<file path="config.mk">
export PLATFORM = sky130hd
export DESIGN_NAME = host_control_port
export DESIGN_NICKNAME = d
export VERILOG_FILES = /design/src/common/host_port_pkg.sv /design/src/core/host_control_port.sv
export SDC_FILE = /design/constraint.sdc
export NUM_CORES = 1
export LEC_CHECK = 0
export BUFFER_PORTS_ARGS = -buffer_cell sky130_fd_sc_hd__buf_2
export CORE_ASPECT_RATIO = 0.6
export CORE_MARGIN = 1
export CORE_UTILIZATION = 40
export DETAILED_ROUTE_END_ITERATION = 10
export SETUP_SLACK_MARGIN = 0.02
export SYNTH_ARGS = -nofsm -noshare
export SYNTH_HDL_FRONTEND = slang
export SYNTH_SLANG_ARGS = --single-unit
</file>
<file path="constraint.sdc">
create_clock -name ref_clk -period 3 [get_ports ref_clk]
set_clock_uncertainty 0.1 [all_clocks]
set_input_delay 0.6 -clock ref_clk [delete_from_list [all_inputs] [get_ports ref_clk]]
set_output_delay 0.6 -clock ref_clk [all_outputs]
set_load 0.03 [all_outputs]
</file>
<file path="src/common/host_port_pkg.sv">
package host_port_pkg;

	// ==========================================
	// Serial addressing
	localparam logic [5:0] MAIN_ADDR_HIGH = 6'h20;
	localparam logic [7:0] REVISION_VALUE = 8'h0000_0005; // Arbitrary value

	// ==========================================
	// Register map, one byte each
	localparam logic [7:0] REG_REVISION = 8'h0000_00EA;
	localparam logic [7:0] REG_PROC_MAP = 8'h0000_00FD;
	localparam logic [7:0] REG_SCRATCH = 8'h0000_00FE;
	localparam logic [7:0] PROC_MAP_RESET = 8'h0000_0000;
	localparam logic [7:0] SCRATCH_RESET = 8'h0000_0000;
	localparam logic [7:0] READ_IDLE = 8'h0000_00FF;

	// ==========================================
	// Bit counting
	localparam logic [3:0] BIT_LAST = 4'h0007;
	localparam logic [3:0] BIT_ACK = 4'h0008;
	localparam logic [3:0] BIT_ZERO = 4'h0000;

	// ==========================================
	// Pin and register file groups
	typedef struct packed {
		logic clk;
		logic data;
	} serial_pins_type;

	typedef struct packed {
		logic [7:0] procMap;
		logic [7:0] scratch;
	} reg_file_type;

endpackage

</file>
<file path="src/core/host_control_port.sv">
// Operation
// - No acknowledge while port select is high or hardware reset is low.
// - Register access only after reset is released and select is low.
// - Hardware reset returns every writable register to its default.
// - Read-only revision register in the main map identifies the part.
// - Address low bit pin sets the main map slave address low bit.
// - Slave samples the serial pins on ref_clk, so that clock must be running.
`timescale 1ns/1ns
`default_nettype none

module host_control_port (
	// Clock and reset
	input wire logic ref_clk,
	input wire logic reset,
	// Device pins
	input wire logic hwReset_n,
	input wire logic portSelect_n,
	input wire logic address_low_bit_pin,
	// Serial bus, open drain
	input wire logic sclIn,
	input wire logic sdaIn,
	output logic sdaOe_n,
	// Register contents
	output logic [7:0] processor_map_address
);

	typedef enum {IDLE, ADDR, ACK_ADDR, WRITE, ACK_WRITE, READ, READ_ACK}
		state_type;

	// ==========================================
	// Pin synchronisers
	host_port_pkg::serial_pins_type pinMeta_r, pinSync_r, pinPrev_r;
	logic [1:0] ctlMeta_r, ctlSync_r;
	logic addrPinMeta_r, addrPinSync_r;

	always_ff @(posedge ref_clk or posedge reset) begin
		if (reset) begin
			pinMeta_r <= '1;
			pinSync_r <= '1;
			pinPrev_r <= '1;
			ctlMeta_r <= 2'b01;
			ctlSync_r <= 2'b01;
			addrPinMeta_r <= 1'b0;
			addrPinSync_r <= 1'b0;
		end else begin
			pinMeta_r <= '{clk: sclIn, data: sdaIn};
			pinSync_r <= pinMeta_r;
			pinPrev_r <= pinSync_r;
			ctlMeta_r <= {hwReset_n, portSelect_n};
			ctlSync_r <= ctlMeta_r;
			addrPinMeta_r <= address_low_bit_pin;
			addrPinSync_r <= addrPinMeta_r;
		end
	end

	// Edge and bus condition detect
	logic sclRise, sclFall, startCond, stopCond, portOn;
	assign sclRise = pinSync_r.clk && !pinPrev_r.clk;
	assign sclFall = !pinSync_r.clk && pinPrev_r.clk;
	assign startCond = pinSync_r.clk && pinPrev_r.clk && pinPrev_r.data
		&& !pinSync_r.data;
	assign stopCond = pinSync_r.clk && pinPrev_r.clk && !pinPrev_r.data
		&& pinSync_r.data;
	assign portOn = ctlSync_r[1] && !ctlSync_r[0];

	// ==========================================
	// Slave state
	state_type state_r, state_nxt;
	logic [3:0] bitCnt_r, bitCnt_nxt;
	logic [7:0] shift_r, shift_nxt;
	logic [7:0] regPtr_r, regPtr_nxt;
	logic ptrSet_r, ptrSet_nxt;
	logic sdaOe_n_r, sdaOe_n_nxt;
	host_port_pkg::reg_file_type regs_r, regs_nxt;

	function automatic logic [7:0] readReg(input logic [7:0] ptr,
		input host_port_pkg::reg_file_type rf);
		unique case (ptr)
			host_port_pkg::REG_REVISION: readReg = host_port_pkg::REVISION_VALUE;
			host_port_pkg::REG_PROC_MAP: readReg = rf.procMap;
			host_port_pkg::REG_SCRATCH: readReg = rf.scratch;
			default: readReg = host_port_pkg::READ_IDLE;
		endcase
	endfunction

	always_comb begin
		state_nxt = state_r;
		bitCnt_nxt = bitCnt_r;
		shift_nxt = shift_r;
		regPtr_nxt = regPtr_r;
		ptrSet_nxt = ptrSet_r;
		sdaOe_n_nxt = sdaOe_n_r;
		regs_nxt = regs_r;
		if (!portOn) begin
			state_nxt = IDLE;
			sdaOe_n_nxt = 1'b1;
		end else if (startCond) begin
			state_nxt = ADDR;
			bitCnt_nxt = host_port_pkg::BIT_ZERO;
			ptrSet_nxt = 1'b0;
			sdaOe_n_nxt = 1'b1;
		end else if (stopCond) begin
			state_nxt = IDLE;
			sdaOe_n_nxt = 1'b1;
		end else begin
			unique case (state_r)
				IDLE: ;
				ADDR, WRITE: if (sclRise) begin
					shift_nxt = {shift_r[6:0], pinSync_r.data};
					bitCnt_nxt = bitCnt_r + 4'h0001;
				end else if (sclFall && bitCnt_r == host_port_pkg::BIT_ACK) begin
					bitCnt_nxt = host_port_pkg::BIT_ZERO;
					if (state_r == ADDR) begin
						if (shift_r[7:1] == {host_port_pkg::MAIN_ADDR_HIGH,
							addrPinSync_r}) begin
							state_nxt = ACK_ADDR;
							sdaOe_n_nxt = 1'b0;
						end else begin
							state_nxt = IDLE;
						end
					end else begin
						state_nxt = ACK_WRITE;
						sdaOe_n_nxt = 1'b0;
						if (!ptrSet_r) begin
							regPtr_nxt = shift_r;
							ptrSet_nxt = 1'b1;
						end else begin
							if (regPtr_r == host_port_pkg::REG_PROC_MAP)
								regs_nxt.procMap = shift_r;
							if (regPtr_r == host_port_pkg::REG_SCRATCH)
								regs_nxt.scratch = shift_r;
							regPtr_nxt = regPtr_r + 8'h0001;
						end
					end
				end
				ACK_ADDR, ACK_WRITE: if (sclFall) begin
					if (state_r == ACK_ADDR && shift_r[0]) begin
						state_nxt = READ;
						shift_nxt = readReg(regPtr_r, regs_r);
						sdaOe_n_nxt = shift_nxt[7];
						regPtr_nxt = regPtr_r + 8'h0001;
						bitCnt_nxt = host_port_pkg::BIT_ZERO;
					end else begin
						state_nxt = WRITE;
						sdaOe_n_nxt = 1'b1;
					end
				end
				READ: if (sclFall) begin
					if (bitCnt_r == host_port_pkg::BIT_LAST) begin
						state_nxt = READ_ACK;
						sdaOe_n_nxt = 1'b1;
					end else begin
						shift_nxt = {shift_r[6:0], 1'b0};
						sdaOe_n_nxt = shift_r[6];
						bitCnt_nxt = bitCnt_r + 4'h0001;
					end
				end
				READ_ACK: if (sclRise && pinSync_r.data) begin
					state_nxt = IDLE;
				end else if (sclFall) begin
					state_nxt = READ;
					shift_nxt = readReg(regPtr_r, regs_r);
					sdaOe_n_nxt = shift_nxt[7];
					regPtr_nxt = regPtr_r + 8'h0001;
					bitCnt_nxt = host_port_pkg::BIT_ZERO;
				end
			endcase
		end
	end

	always_ff @(posedge ref_clk or posedge reset) begin
		if (reset) begin
			state_r <= IDLE;
			bitCnt_r <= host_port_pkg::BIT_ZERO;
			shift_r <= host_port_pkg::PROC_MAP_RESET;
			regPtr_r <= host_port_pkg::PROC_MAP_RESET;
			ptrSet_r <= 1'b0;
			sdaOe_n_r <= 1'b1;
			regs_r <= '{procMap: host_port_pkg::PROC_MAP_RESET,
				scratch: host_port_pkg::SCRATCH_RESET};
		end else if (!ctlSync_r[1]) begin
			state_r <= IDLE;
			sdaOe_n_r <= 1'b1;
			ptrSet_r <= 1'b0;
			regs_r <= '{procMap: host_port_pkg::PROC_MAP_RESET,
				scratch: host_port_pkg::SCRATCH_RESET};
		end else begin
			state_r <= state_nxt;
			bitCnt_r <= bitCnt_nxt;
			shift_r <= shift_nxt;
			regPtr_r <= regPtr_nxt;
			ptrSet_r <= ptrSet_nxt;
			sdaOe_n_r <= sdaOe_n_nxt;
			regs_r <= regs_nxt;
		end
	end

	assign sdaOe_n = sdaOe_n_r;
	assign processor_map_address = regs_r.procMap;

	// ==========================================
	// Checks
	a_no_ack_unselected: assert property (@(posedge ref_clk) disable iff (reset)
		!portOn |=> sdaOe_n) else $error("Driven while deselected");
	a_reset_clears_map: assert property (@(posedge ref_clk) disable iff (reset)
		!ctlSync_r[1] |=>
		processor_map_address == host_port_pkg::PROC_MAP_RESET)
		else $error("Map address not cleared");
	a_idle_when_off: assert property (@(posedge ref_clk) disable iff (reset)
		!ctlSync_r[0] ##0 !portOn |=> state_r == IDLE)
		else $error("Active while off");
	a_ack_addr_match: assert property (@(posedge ref_clk) disable iff (reset)
		state_r == ADDR && state_nxt == ACK_ADDR |->
		shift_r[1] == addrPinSync_r)
		else $error("Wrong address acknowledged");
	a_ack_drives_low: assert property (@(posedge ref_clk) disable iff (reset)
		state_r inside {ACK_ADDR, ACK_WRITE} |-> !sdaOe_n)
		else $error("Ack not driven");
	a_revision_const: assert property (@(posedge ref_clk) disable iff (reset)
		state_r != READ && state_nxt == READ
		&& regPtr_r == host_port_pkg::REG_REVISION |=>
		shift_r == host_port_pkg::REVISION_VALUE)
		else $error("Revision changed");
	a_write_stable: assert property (@(posedge ref_clk) disable iff (reset)
		ctlSync_r[1] && state_r != WRITE |=> $stable(processor_map_address))
		else $error("Map address changed outside write");
	a_stop_idles: assert property (@(posedge ref_clk) disable iff (reset)
		portOn && stopCond && !startCond && ctlSync_r[1] |=> state_r == IDLE)
		else $error("Stop not honoured");

endmodule
`default_nettype wire

</file>
==> impl_results.md, run 1 <==
* Num CTS Buffers at 5
* CTS resizes at 0
* Share of the synthesized area in the top cell type at between 30% and 40%
* TritonCTS clock tree: built
* Number of warnings printed during yosys synthesis at 0
* Slew margin rel. at between 50 and 60%
* Number of filler cells placed in the layout at 723
* Post-CTS clock slew at the launch and capture registers of the worst setup and hold paths at around 0.070 ns
* Area Overhead vs Synth at 7.67%
* Endpoint kind of the worst setup timing path: flop
* Die Y-Extent at 70.9 um
* Post-route DRC at 0
* Avg Synthesized Cell Area at 10.3 um2
* RSZ-0062 raised after global routing: no
* Cell Rows at 24
* DP HPWL at 5280 um
* Number of global-route vias before repair at 2190
* WP data required at 3.08 ns
* Overflow after GRT at 0
* # Post-CTS Setup Buffers at 0
* Post-route clock period utilization at 83.8%
* Number of setup violations in the final report at 0
* Maximum number of pins on one net before global-route repair at 54
* Data arrival at the endpoint of the critical path at around 2.6 ns
* IR Drop Worst-Case VDD at 0.254 mV
* Final Cell Area at 0.00341 mm2
* Post-Place Cell Area at 0.00324 mm2
* Class of the most critical hold timing path: flop to flop
* Number of enable flip-flop cells after synthesis at 0
* Drt pass-1 iters at 4
* Last weighted congestion value of the routability-driven placer at 0.902
* Number of buffers between clock root and the deepest sink at 2
* Antenna violations before repair at 0
* Number of design-rule violations left by the first detailed-router iteration at 208
* Seq/Total Area, Yosys at 42.3%
* Cell area after technology mapping at 0.00316 mm2
* Most frequent cell after synthesis: sky130_fd_sc_hd__dfrtp_1
* Category of the most critical setup path: flop to flop
* Die span in x at 117 um
* Number of port buffers at 15
* Clock period minus worst slack at ~2.5 ns
* Post-synth top cells: sky130_fd_sc_hd__dfrtp_1, sky130_fd_sc_hd__nand2_1, sky130_fd_sc_hd__a21oi_1
* Via-per-instance ratio at roughly 5.8
* Pins Over Slew Limit at 0
* Post-synthesis net count at between 300 and 400
* Number of nets at the end of the flow at 320
* Distinct cell type count of the synthesized netlist at 63
* Sum of routed wire length over all layers at 7360 um
* Root cell of the clock tree: sky130_fd_sc_hd__clkbuf_16
* Count of mapped cells out of synthesis at between 300 and 400
* Biggest area consumer among synthesized cells: sky130_fd_sc_hd__dfrtp_1
* First-pass GRT wire length at 12200 um
* Antenna Diode Count at 0
* Prevailing post-synth register cell: sky130_fd_sc_hd__dfrtp_1
* Routed vias at 2402
* Clock H-tree levels at 2
* Maximum fanout along the worst path at 18
* Outcome: finished clean
* Clock latency on the worst-skew pair at 0.30 ns
* Fmax at 398 MHz
* Share of flip-flops with an asynchronous set or reset at 100%
* Final total negative setup slack at 0 ns
* Sink Count at 53
* Total Die Area at between 0.008 and 0.009 mm2
* ANT nets after route at 0
* Hold_buf cts at 0
* Number of failing hold endpoints at the final stage at 0
* Core Area at 0.00745 mm2
* Largest cells by area after synthesis: sky130_fd_sc_hd__dfrtp_1, sky130_fd_sc_hd__dfstp_2, sky130_fd_sc_hd__mux2i_1
* Overall routing resource usage at 19.5%
* Register bit count reported by yosys at between 50 and 60
* Maximum capacitance violations at 0
* Total power divided by cell area at 531 mW/mm2
* Reported leakage power at about 1.5 nW
* Starting density of the core at a little over two fifths
* Top-level I/O count at 16
* Worst-Margin Slew at 0.701 ns
* Kind of start point of the critical path: flop
* Share of final-layout standard cells stronger than drive strength 1 at between 20% and 30%
* DR WL/cell at 17.8 um
stage by stage:
| stage | instances | total power [mW] | worst slack, ns | hold WS, ns | utilization, % |
|---|---|---|---|---|---|
| finish | 413 | 1.81 | 0.487 | 0.250 | 45.7 |
| detailed placement | 405 | 1.15 | 0.530 | 0.235 | 43.5 |
| global route | 413 | 1.89 | 0.302 | 0.259 | 45.7 |
| floorplan | 306 | 1.06 | 0.864 | 0.231 | - |
| CTS | 413 | 1.82 | 0.513 | 0.251 | 45.7 |
| global placement | 405 | 1.15 | 0.560 | 0.235 | 43.5 |
power by group:
group / switching, mW / internal (mW) / leakage [nW]
Sequential: 0.0995 / 0.763 / 0.690
Clock: 0.273 / 0.398 / 0.0815
Combinational: 0.148 / 0.129 / 0.740
metal layers:
metal	track usage, %	vias to the layer above	part of all wire (%)
li1	-	1131	-
met1	33.7	1178	55
met2	22.7	89	37
met3	5.23	4	7.9
met4	3.80	0	0.50
met5	0	-	0
state kept, by name, indices dropped and copies added (netlist names):
signal                 flops
regs_r                     8
pinSync_r                  2
ctlMeta_r                  2
shift_r                    8
pinPrev_r                  2
sdaOe_n                    1
regPtr_r                   8
ctlSync_r                  2
addrPinMeta_r              1
pinMeta_r                  2
ptrSet_r                   1
addrPinSync_r              1
bitCnt_r                   4
processor_map_address      8
state_r                    3
worst max-delay path, stage by stage, from the launching register on:
cell and delay (ns):
sky130_fd_sc_hd__dfrtp_1 0.67, sky130_fd_sc_hd__nor2b_4 0.30, sky130_fd_sc_hd__a32o_1 0.21, sky130_fd_sc_hd__or2_1 0.23, sky130_fd_sc_hd__o2111a_1 0.54, sky130_fd_sc_hd__mux2_4 0.34
worst paths after layout:
path,to,from,cells after the start,slack [ns]
worst max-delay path,shift_r[0],state_r[1],5,0.49
worst min-delay path,ctlSync_r[1],ctlMeta_r[1],0,0.25
worst max register to register,shift_r[0],state_r[1],5,0.49
worst min register to register,ctlSync_r[1],ctlMeta_r[1],0,0.25
max in group asynchronous,regPtr_r[2],reset,3,1.97
min in group asynchronous,processor_map_address[0],reset,3,0.38
kinds of logic (layout without fill, tap and decap cells):
| kind of cell | after synthesis | in the layout | synth area share [%] |
|---|---|---|---|
| adders and majority gates | 5 | 5 | 1.98 |
| AOI/OAI and AO/OA | 90 | 90 | 20.4 |
| buffers and inverters | 37 | 40 | 6.84 |
| DFF | 53 | 53 | 42.3 |
| xor gates and xnor gates | 2 | 2 | 0.554 |
| and+or+nand+nor | 90 | 90 | 17.4 |
| muxes | 29 | 29 | 10.5 |
final cells by class:
cell class                      count  area (um2)  area share, %
Clock buffer                        6         129           3.78
Clock inverter                      2        38.8           1.14
Inverter                           11        41.3           1.21
Multi-Input combinational cell    216        1610           47.3
Sequential cell                    53        1340           39.3
Tap cell                          104         130           3.82
Timing Repair Buffer               21         120           3.53
cell usage in the layout, fill, tap and decap left out, types with 3 or more instances in the layout:
| master | netlist | routed |
|---|---|---|
| sky130_fd_sc_hd__nand3_1 | 8 | 8 |
| sky130_fd_sc_hd__buf_4 | 11 | 6 |
| sky130_fd_sc_hd__o22ai_1 | 4 | 4 |
| sky130_fd_sc_hd__nand2_1 | 21 | 21 |
| sky130_fd_sc_hd__a221oi_1 | 3 | 3 |
| sky130_fd_sc_hd__o221ai_1 | 3 | 3 |
| sky130_fd_sc_hd__o21a_1 | 5 | 5 |
| sky130_fd_sc_hd__dfrtp_1 | 44 | 44 |
| sky130_fd_sc_hd__a22oi_1 | 7 | 7 |
| sky130_fd_sc_hd__buf_2 | 4 | 15 |
| sky130_fd_sc_hd__inv_1 | 11 | 10 |
| sky130_fd_sc_hd__clkbuf_16 | 0 | 5 |
| sky130_fd_sc_hd__ha_1 | 5 | 5 |
| sky130_fd_sc_hd__nor2b_1 | 19 | 19 |
| sky130_fd_sc_hd__o21ai_0 | 16 | 16 |
| sky130_fd_sc_hd__nor2_1 | 6 | 6 |
| sky130_fd_sc_hd__a21oi_1 | 20 | 20 |
| sky130_fd_sc_hd__o211ai_1 | 9 | 9 |
| sky130_fd_sc_hd__mux2_4 | 8 | 8 |
| sky130_fd_sc_hd__nand2b_1 | 5 | 5 |
| sky130_fd_sc_hd__nor4bb_1 | 3 | 3 |
| sky130_fd_sc_hd__mux2i_1 | 19 | 19 |
| sky130_fd_sc_hd__dfstp_2 | 9 | 9 |
| sky130_fd_sc_hd__nand3b_1 | 3 | 3 |
No activity file was read; power rests on OpenSTA's default activity.
==> run 2, diff against run 1 <==
Settings changed: ABC_AREA set to 1.
Clock period 3 ns to 2.64 ns, I/O delays scaled along.
==> impl_results.md, run 2 <==
* WP data required at around 2.7 ns
* Most frequent cell after synthesis: sky130_fd_sc_hd__nand2_1
* Worst R2R Start: pinPrev_r[1]
* Distinct cell type count of the synthesized netlist at 32
* Die span in x at ~120 um
* Share of flip-flops with an asynchronous set or reset at 100%
* Kind of start point of the critical path: flop
* Cell repeated most along the worst path: sky130_fd_sc_hd__nand2_1
* Sum of routed wire length over all layers at roughly 8000 um
* Post-CTS clock slew at the launch and capture registers of the worst setup and hold paths at 0.08 ns
* Post-synthesis net count at 481
* Commonest cells after routing, fill and taps aside: sky130_fd_sc_hd__nand2_1, sky130_fd_sc_hd__nand3_1, sky130_fd_sc_hd__nor2_1, sky130_fd_sc_hd__dfrtp_1, sky130_fd_sc_hd__inv_1
* Largest cells by area after synthesis: sky130_fd_sc_hd__dfrtp_1, sky130_fd_sc_hd__nand2_1, sky130_fd_sc_hd__nand3_1
* Largest delay share family, worst path: simple AND/OR/NAND/NOR gates
* Number of design-rule violations left by the first detailed-router iteration at roughly 350
* Biggest area consumer among synthesized cells: sky130_fd_sc_hd__dfrtp_1
* Num CTS Buffers at 5
* Instance count on the critical path at 9
* Number of buffers between clock root and the deepest sink at 2
* Category of the most critical setup path: flop to flop
* Pins Over Slew Limit at 0
* Post-synth top cells: sky130_fd_sc_hd__nand2_1, sky130_fd_sc_hd__nand3_1, sky130_fd_sc_hd__nor2_1
* Number of warnings printed during yosys synthesis at 0
* TritonCTS clock tree: built
* Combined buffer and inverter count along the critical path at 1
* Root cell of the clock tree: sky130_fd_sc_hd__clkbuf_16
* Maximum number of pins on one net before global-route repair at 54
* Critical-path cell with the highest stage delay: sky130_fd_sc_hd__dfstp_2
* Count of mapped cells out of synthesis at about 470
* Overall routing resource usage at roughly a fifth
* Maximum capacitance violations at 0
* Post-route DRC at 0
* Last weighted congestion value of the routability-driven placer at 0.875
* Final total negative setup slack at 0 ns
* # Post-CTS Setup Buffers at 0
* Overflow after GRT at 0
* DP HPWL at 5940 um
* Share of final-layout standard cells stronger than drive strength 1 at 14.8%
* CTS resizes at 0
* Beginning of the worst hold path: sdaIn
* Antenna Diode Count at 0
* Reported leakage power at approximately 2 nW
* Placed instance count at roughly 580
* Endpoint kind of the worst setup timing path: flop
* Cell Rows at 25
* Critical path, cell by cell: inv_1 > nor2_1 > nand3_1 > nor2_2 > nand4_1 > nand2_1 > nand2_4 > nand2_1 > nand2_1
* Slowest Stage Delay on Critical Path at 0.54 ns
* Slew margin rel. at 53.3%
* IR Drop Worst-Case VDD at 0.310 mV
* Via-per-instance ratio at just over 5
* Number of global-route vias before repair at 2645
* Register-to-register path setup slack at 0.52 ns
* R2R cell count at 9
* Share of the synthesized area in the top cell type at roughly 33%
* Sink Count at 53
* Top-level I/O count at 16
* Cell area after technology mapping at 0.00331 mm2
* Starting density of the core at 41.6%
* Critical Path Start: pinPrev_r[1]
* Total power divided by cell area at ~770 mW/mm2
* Drt pass-1 iters at 5
* Clock H-tree levels at 2
* Number of failing hold endpoints at the final stage at 0
* Avg Synthesized Cell Area at 7.05 um2
* Die Y-Extent at 72.4 um
* Routed vias at between 2000 and 3000
* Number of nets at the end of the flow at 492
* Data arrival at the endpoint of the critical path at 2.21 ns
* Area Overhead vs Synth at 9.00%
* ANT nets after route at 0
* DR WL/cell at about 14 um
* Hold Path Cell Cnt at 1
* Number of non-filler instances in the completed layout at 589
* Worst Hold Path EP: pinMeta_r[0]
* Seq/Total Area, Yosys at between 40% and 50%
* Register bit count reported by yosys at 53
* Worst-Margin Slew at between 0.6 and 0.7 ns
* Outcome: finished clean
* Number of filler cells placed in the layout at around 850
* Antenna violations before repair at 0
* Total Die Area at 0.00865 mm2
* Most frequent standard cell in the layout excluding fill and tap cells: sky130_fd_sc_hd__nand2_1
* Core Area at approximately 0.0079 mm2
* Worst r2r dst: processor_map_address[2]
* Hold_buf cts at 0
* First-pass GRT wire length at 13600 um
* Fmax at roughly 470 MHz
* Post-route clock period utilization at between 80% and 90%
* RSZ-0062 raised after global routing: no
* Number of enable flip-flop cells after synthesis at 0
* Number of port buffers at 15
* Clock latency on the worst-skew pair at 0.29 ns
* Class of the most critical hold timing path: input port to flop
* Maximum fanout along the worst path at 9
* Number of setup violations in the final report at 0
* Prevailing post-synth register cell: sky130_fd_sc_hd__dfrtp_1
* Clock period minus worst slack at 2.12 ns
==> run 2: cells by family (layout without fill, tap and decap cells) <==
kind of cell | Yosys count | count (layout) | share of synthesized area (%)
compound gates | 28 | 28 | 4.99
xor+xnor | 2 | 2 | 0.530
fa+ha+maj | 5 | 5 | 1.89
buf+inv | 64 | 76 | 8.32
flops | 53 | 53 | 40.4
simple gates | 317 | 317 | 43.8
==> run 2: where the power goes <==
part / leakage [nW] / internal (mW) / total [mW] / switching, mW
combinational: 1.25 / 0.284 / 0.820 / 0.536
clock: 0.0775 / 0.383 / 0.697 / 0.313
sequential: 0.685 / 1.00 / 1.26 / 0.261
==> run 2: how the worst max path moves through the flow <==
stage                               endpoint  slack [ns]
CTS                 processor_map_address[2]        0.52
detailed placement  processor_map_address[2]        0.53
global route        processor_map_address[6]        0.33
finish              processor_map_address[2]        0.52
global placement    processor_map_address[7]        0.52
floorplan                      addrPinMeta_r        0.74
==> run 2: per-stage QoR <==
stage / total power, mW / cell area (um2) / util (%) / hold slack [ns] / setup WS (ns)
floorplan: 1.87 / 3310 / - / 0.231 / 0.741
global placement: 2.08 / 3450 / 43.4 / 0.235 / 0.522
detailed placement: 2.08 / 3450 / 43.4 / 0.235 / 0.530
CTS: 2.79 / 3610 / 45.4 / 0.220 / 0.521
global route: 2.99 / 3610 / 45.4 / 0.218 / 0.327
finish: 2.78 / 3610 / 45.4 / 0.228 / 0.522
==> run 2: layout make-up <==
class | instances | area [um2] | area share [%]
Timing Repair Buffer | 17 | 90.1 | 2.50
Clock buffer | 6 | 139 | 3.85
Inverter | 51 | 191 | 5.31
Clock inverter | 2 | 17.5 | 0.486
Multi-Input combinational cell | 352 | 1700 | 47.0
Sequential cell | 53 | 1340 | 37.1
Tap cell | 108 | 135 | 3.75
==> run 2: worst register-to-register path, delay by kind of cell, from the launching register on <==
family | cells | cell delay (ns)
buffers and inverters | 1 | 0.05
flip-flops | 1 | 0.54
AND/OR/NAND/NOR | 8 | 1.33
==> run 2: per-layer routing <==
layer  share of wire (%)  global-route usage (%)  vias to the layer above
met4                0.42                    3.47                        0
met3                 5.7                    3.77                        4
met1                  57                    33.8                     1374
met2                  37                    25.9                       82
li1                    -                       -                     1502
met5                   0                       0                        -
==> run 3, diff against run 2 <==
Clock period 2.64 ns to 2.01 ns, I/O delays scaled along.
==> impl_results.md, run 3 (synthesized netlist as in run 2, its figures left out) <==
* Most frequent standard cell in the layout excluding fill and tap cells: sky130_fd_sc_hd__nand2_1
* Top-level I/O count at 16
* Smallest setup slack after layout at 0.169 ns
* Core Area at 0.00795 mm2
* Overall routing resource usage at 20.9%
* Category of the most critical setup path: flop to flop
* Routed vias at 3056
* Register Area at 0.00134 mm2
* Total Die Area at 0.00865 mm2
* Antenna violations before repair at 0
* DP HPWL at 6350 um
* Slew margin rel. at slightly above 70%
* Number of port buffers at 15
* Root cell of the clock tree: sky130_fd_sc_hd__clkbuf_16
* TritonCTS clock tree: built
* Die Y-Extent at about 72 um
* Pins Over Slew Limit at 0
* Number of failing hold endpoints at the final stage at 0
* Kind of start point of the critical path: flop
* Clock latency on the worst-skew pair at about 0.30 ns
* Commonest cells after routing, fill and taps aside: sky130_fd_sc_hd__nand2_1, sky130_fd_sc_hd__nand3_1, sky130_fd_sc_hd__nor2_1, sky130_fd_sc_hd__dfrtp_1, sky130_fd_sc_hd__inv_1
* Fmax at 543 MHz
* Die span in x at ~120 um
* Maximum number of pins on one net before global-route repair at 35
* Antenna Diode Count at 0
* Drt pass-1 iters at 5
* Num CTS Buffers at 5
* IR Drop Worst-Case VDD at 0.394 mV
* Register-to-register path setup slack at 0.17 ns
* Endpoint kind of the worst setup timing path: flop
* Worst setup timing slack at the placement stage at 0.0980 ns
* RSZ-0062 raised after global routing: yes
* Number of global-route vias before repair at 2663
* First-pass GRT wire length at 13600 um
* Sum of routed wire length over all layers at 8250 um
* Number of setup violations in the final report at 0
* Sink Count at between 50 and 60
* Overflow after GRT at 0
* Total area of multi-input combinational cells at about 0.0017 mm2
* Number of buffers between clock root and the deepest sink at 2
* Via-per-instance ratio at 5.06
* Maximum fanout along the worst path at 6
* Maximum capacitance violations at 0
* Share of final-layout standard cells stronger than drive strength 1 at 17.1%
* Number of nets at the end of the flow at approximately 510
* Final total negative setup slack at 0 ns
* Starting density of the core at between 40% and 50%
* Last weighted congestion value of the routability-driven placer at between 0.9 and 1
* Cell Rows at 25
* Total power divided by cell area at 1010 mW/mm2
* Data arrival at the endpoint of the critical path at 1.93 ns
* ANT nets after route at 0
* Post-CTS clock slew at the launch and capture registers of the worst setup and hold paths at 0.07 ns
* Clock H-tree levels at 2
* Post-route clock period utilization at 91.6%
* Number of design-rule violations left by the first detailed-router iteration at 281
* Area Overhead vs Synth at 13.3%
* Class of the most critical hold timing path: input port to flop
* Reported leakage power at 2.09 nW
* Number of filler cells placed in the layout at 795
* Worst-Margin Slew at 0.436 ns
* WP data required at 2.10 ns
* DR WL/cell at about 14 um
* Outcome: finished clean
* Clock period minus worst slack at 1.84 ns
* Post-route DRC at 0
-- run 3: cell count changes in the layout (fill, tap and decap cells not counted) --
cell / delta
sky130_fd_sc_hd__bufinv_16: +1
sky130_fd_sc_hd__clkbuf_8: -1
sky130_fd_sc_hd__buf_12: +1
sky130_fd_sc_hd__nor2_2: +1
sky130_fd_sc_hd__clkinv_4: -1
sky130_fd_sc_hd__nor2_1: -1
sky130_fd_sc_hd__dlygate4sd3_1: +1
sky130_fd_sc_hd__clkbuf_1: +1
sky130_fd_sc_hd__buf_4: +13
-- run 3: through the flow --
step	instance area (um2)	utilization, %	total power, mW	instances	hold WS, ns
detailed placement	3540	44.5	2.77	591	0.235
CTS	3710	46.8	3.80	600	0.0865
global route	3750	47.2	4.07	604	0.0840
floorplan	3310	-	2.46	469	0.231
finish	3750	47.2	3.78	604	0.0974
global placement	3540	44.5	2.76	591	0.233
-- run 3: path summary, 6_finish.rpt --
check,endpoint,cells past startpoint,start
max,regPtr_r[0],10,pinSync_r[1]
min,ctlMeta_r[0],1,portSelect_n
max reg2reg,regPtr_r[0],10,pinSync_r[1]
min reg2reg,addrPinSync_r,0,addrPinMeta_r
max in group asynchronous,pinPrev_r[0],4,reset
min in group asynchronous,regs_r[1],3,reset
-- run 3: final cells by class --
cell class	instances	area share, %
inverters	51	5.11
clock inverters	2	1.04
clock buffers	6	3.44
repair buffers	32	5.81
multi-input cells	352	45.3
well taps	108	3.61
flip-flops and latches	53	35.7
-- run 3: metal layers --
layer  track usage (%)  part of all wire (%)
met2              26.7                    36
met4              6.11                   1.0
met3              4.56                   7.2
met5                 0                     0
met1              33.9                    56
-- run 3: critical path: stages (launching register included) --
cell	delay, ns
sky130_fd_sc_hd__dfstp_2	0.57
sky130_fd_sc_hd__inv_1	0.05
sky130_fd_sc_hd__nor2_1	0.20
sky130_fd_sc_hd__nand2_1	0.13
sky130_fd_sc_hd__nor2_1	0.14
sky130_fd_sc_hd__nor2_2	0.07
sky130_fd_sc_hd__nand2_1	0.12
sky130_fd_sc_hd__nor2_4	0.06
sky130_fd_sc_hd__buf_4	0.15
sky130_fd_sc_hd__nand3_1	0.07
sky130_fd_sc_hd__nand2_1	0.06
-- run 3: timing repair --
action                     in CTS  in global routing
hold buffers                    1                  0
setup buffers                   0                  4
gates resized for setup         0                  1
hold endpoints to repair        5                  0
setup endpoints to repair       0                 28
-- run 3: power breakdown --
group	internal (mW)	leakage (nW)	switching [mW]
registers	1.32	0.685	0.362
clock network	0.594	0.0815	0.415
logic	0.395	1.33	0.701
total	2.31	2.09	1.48
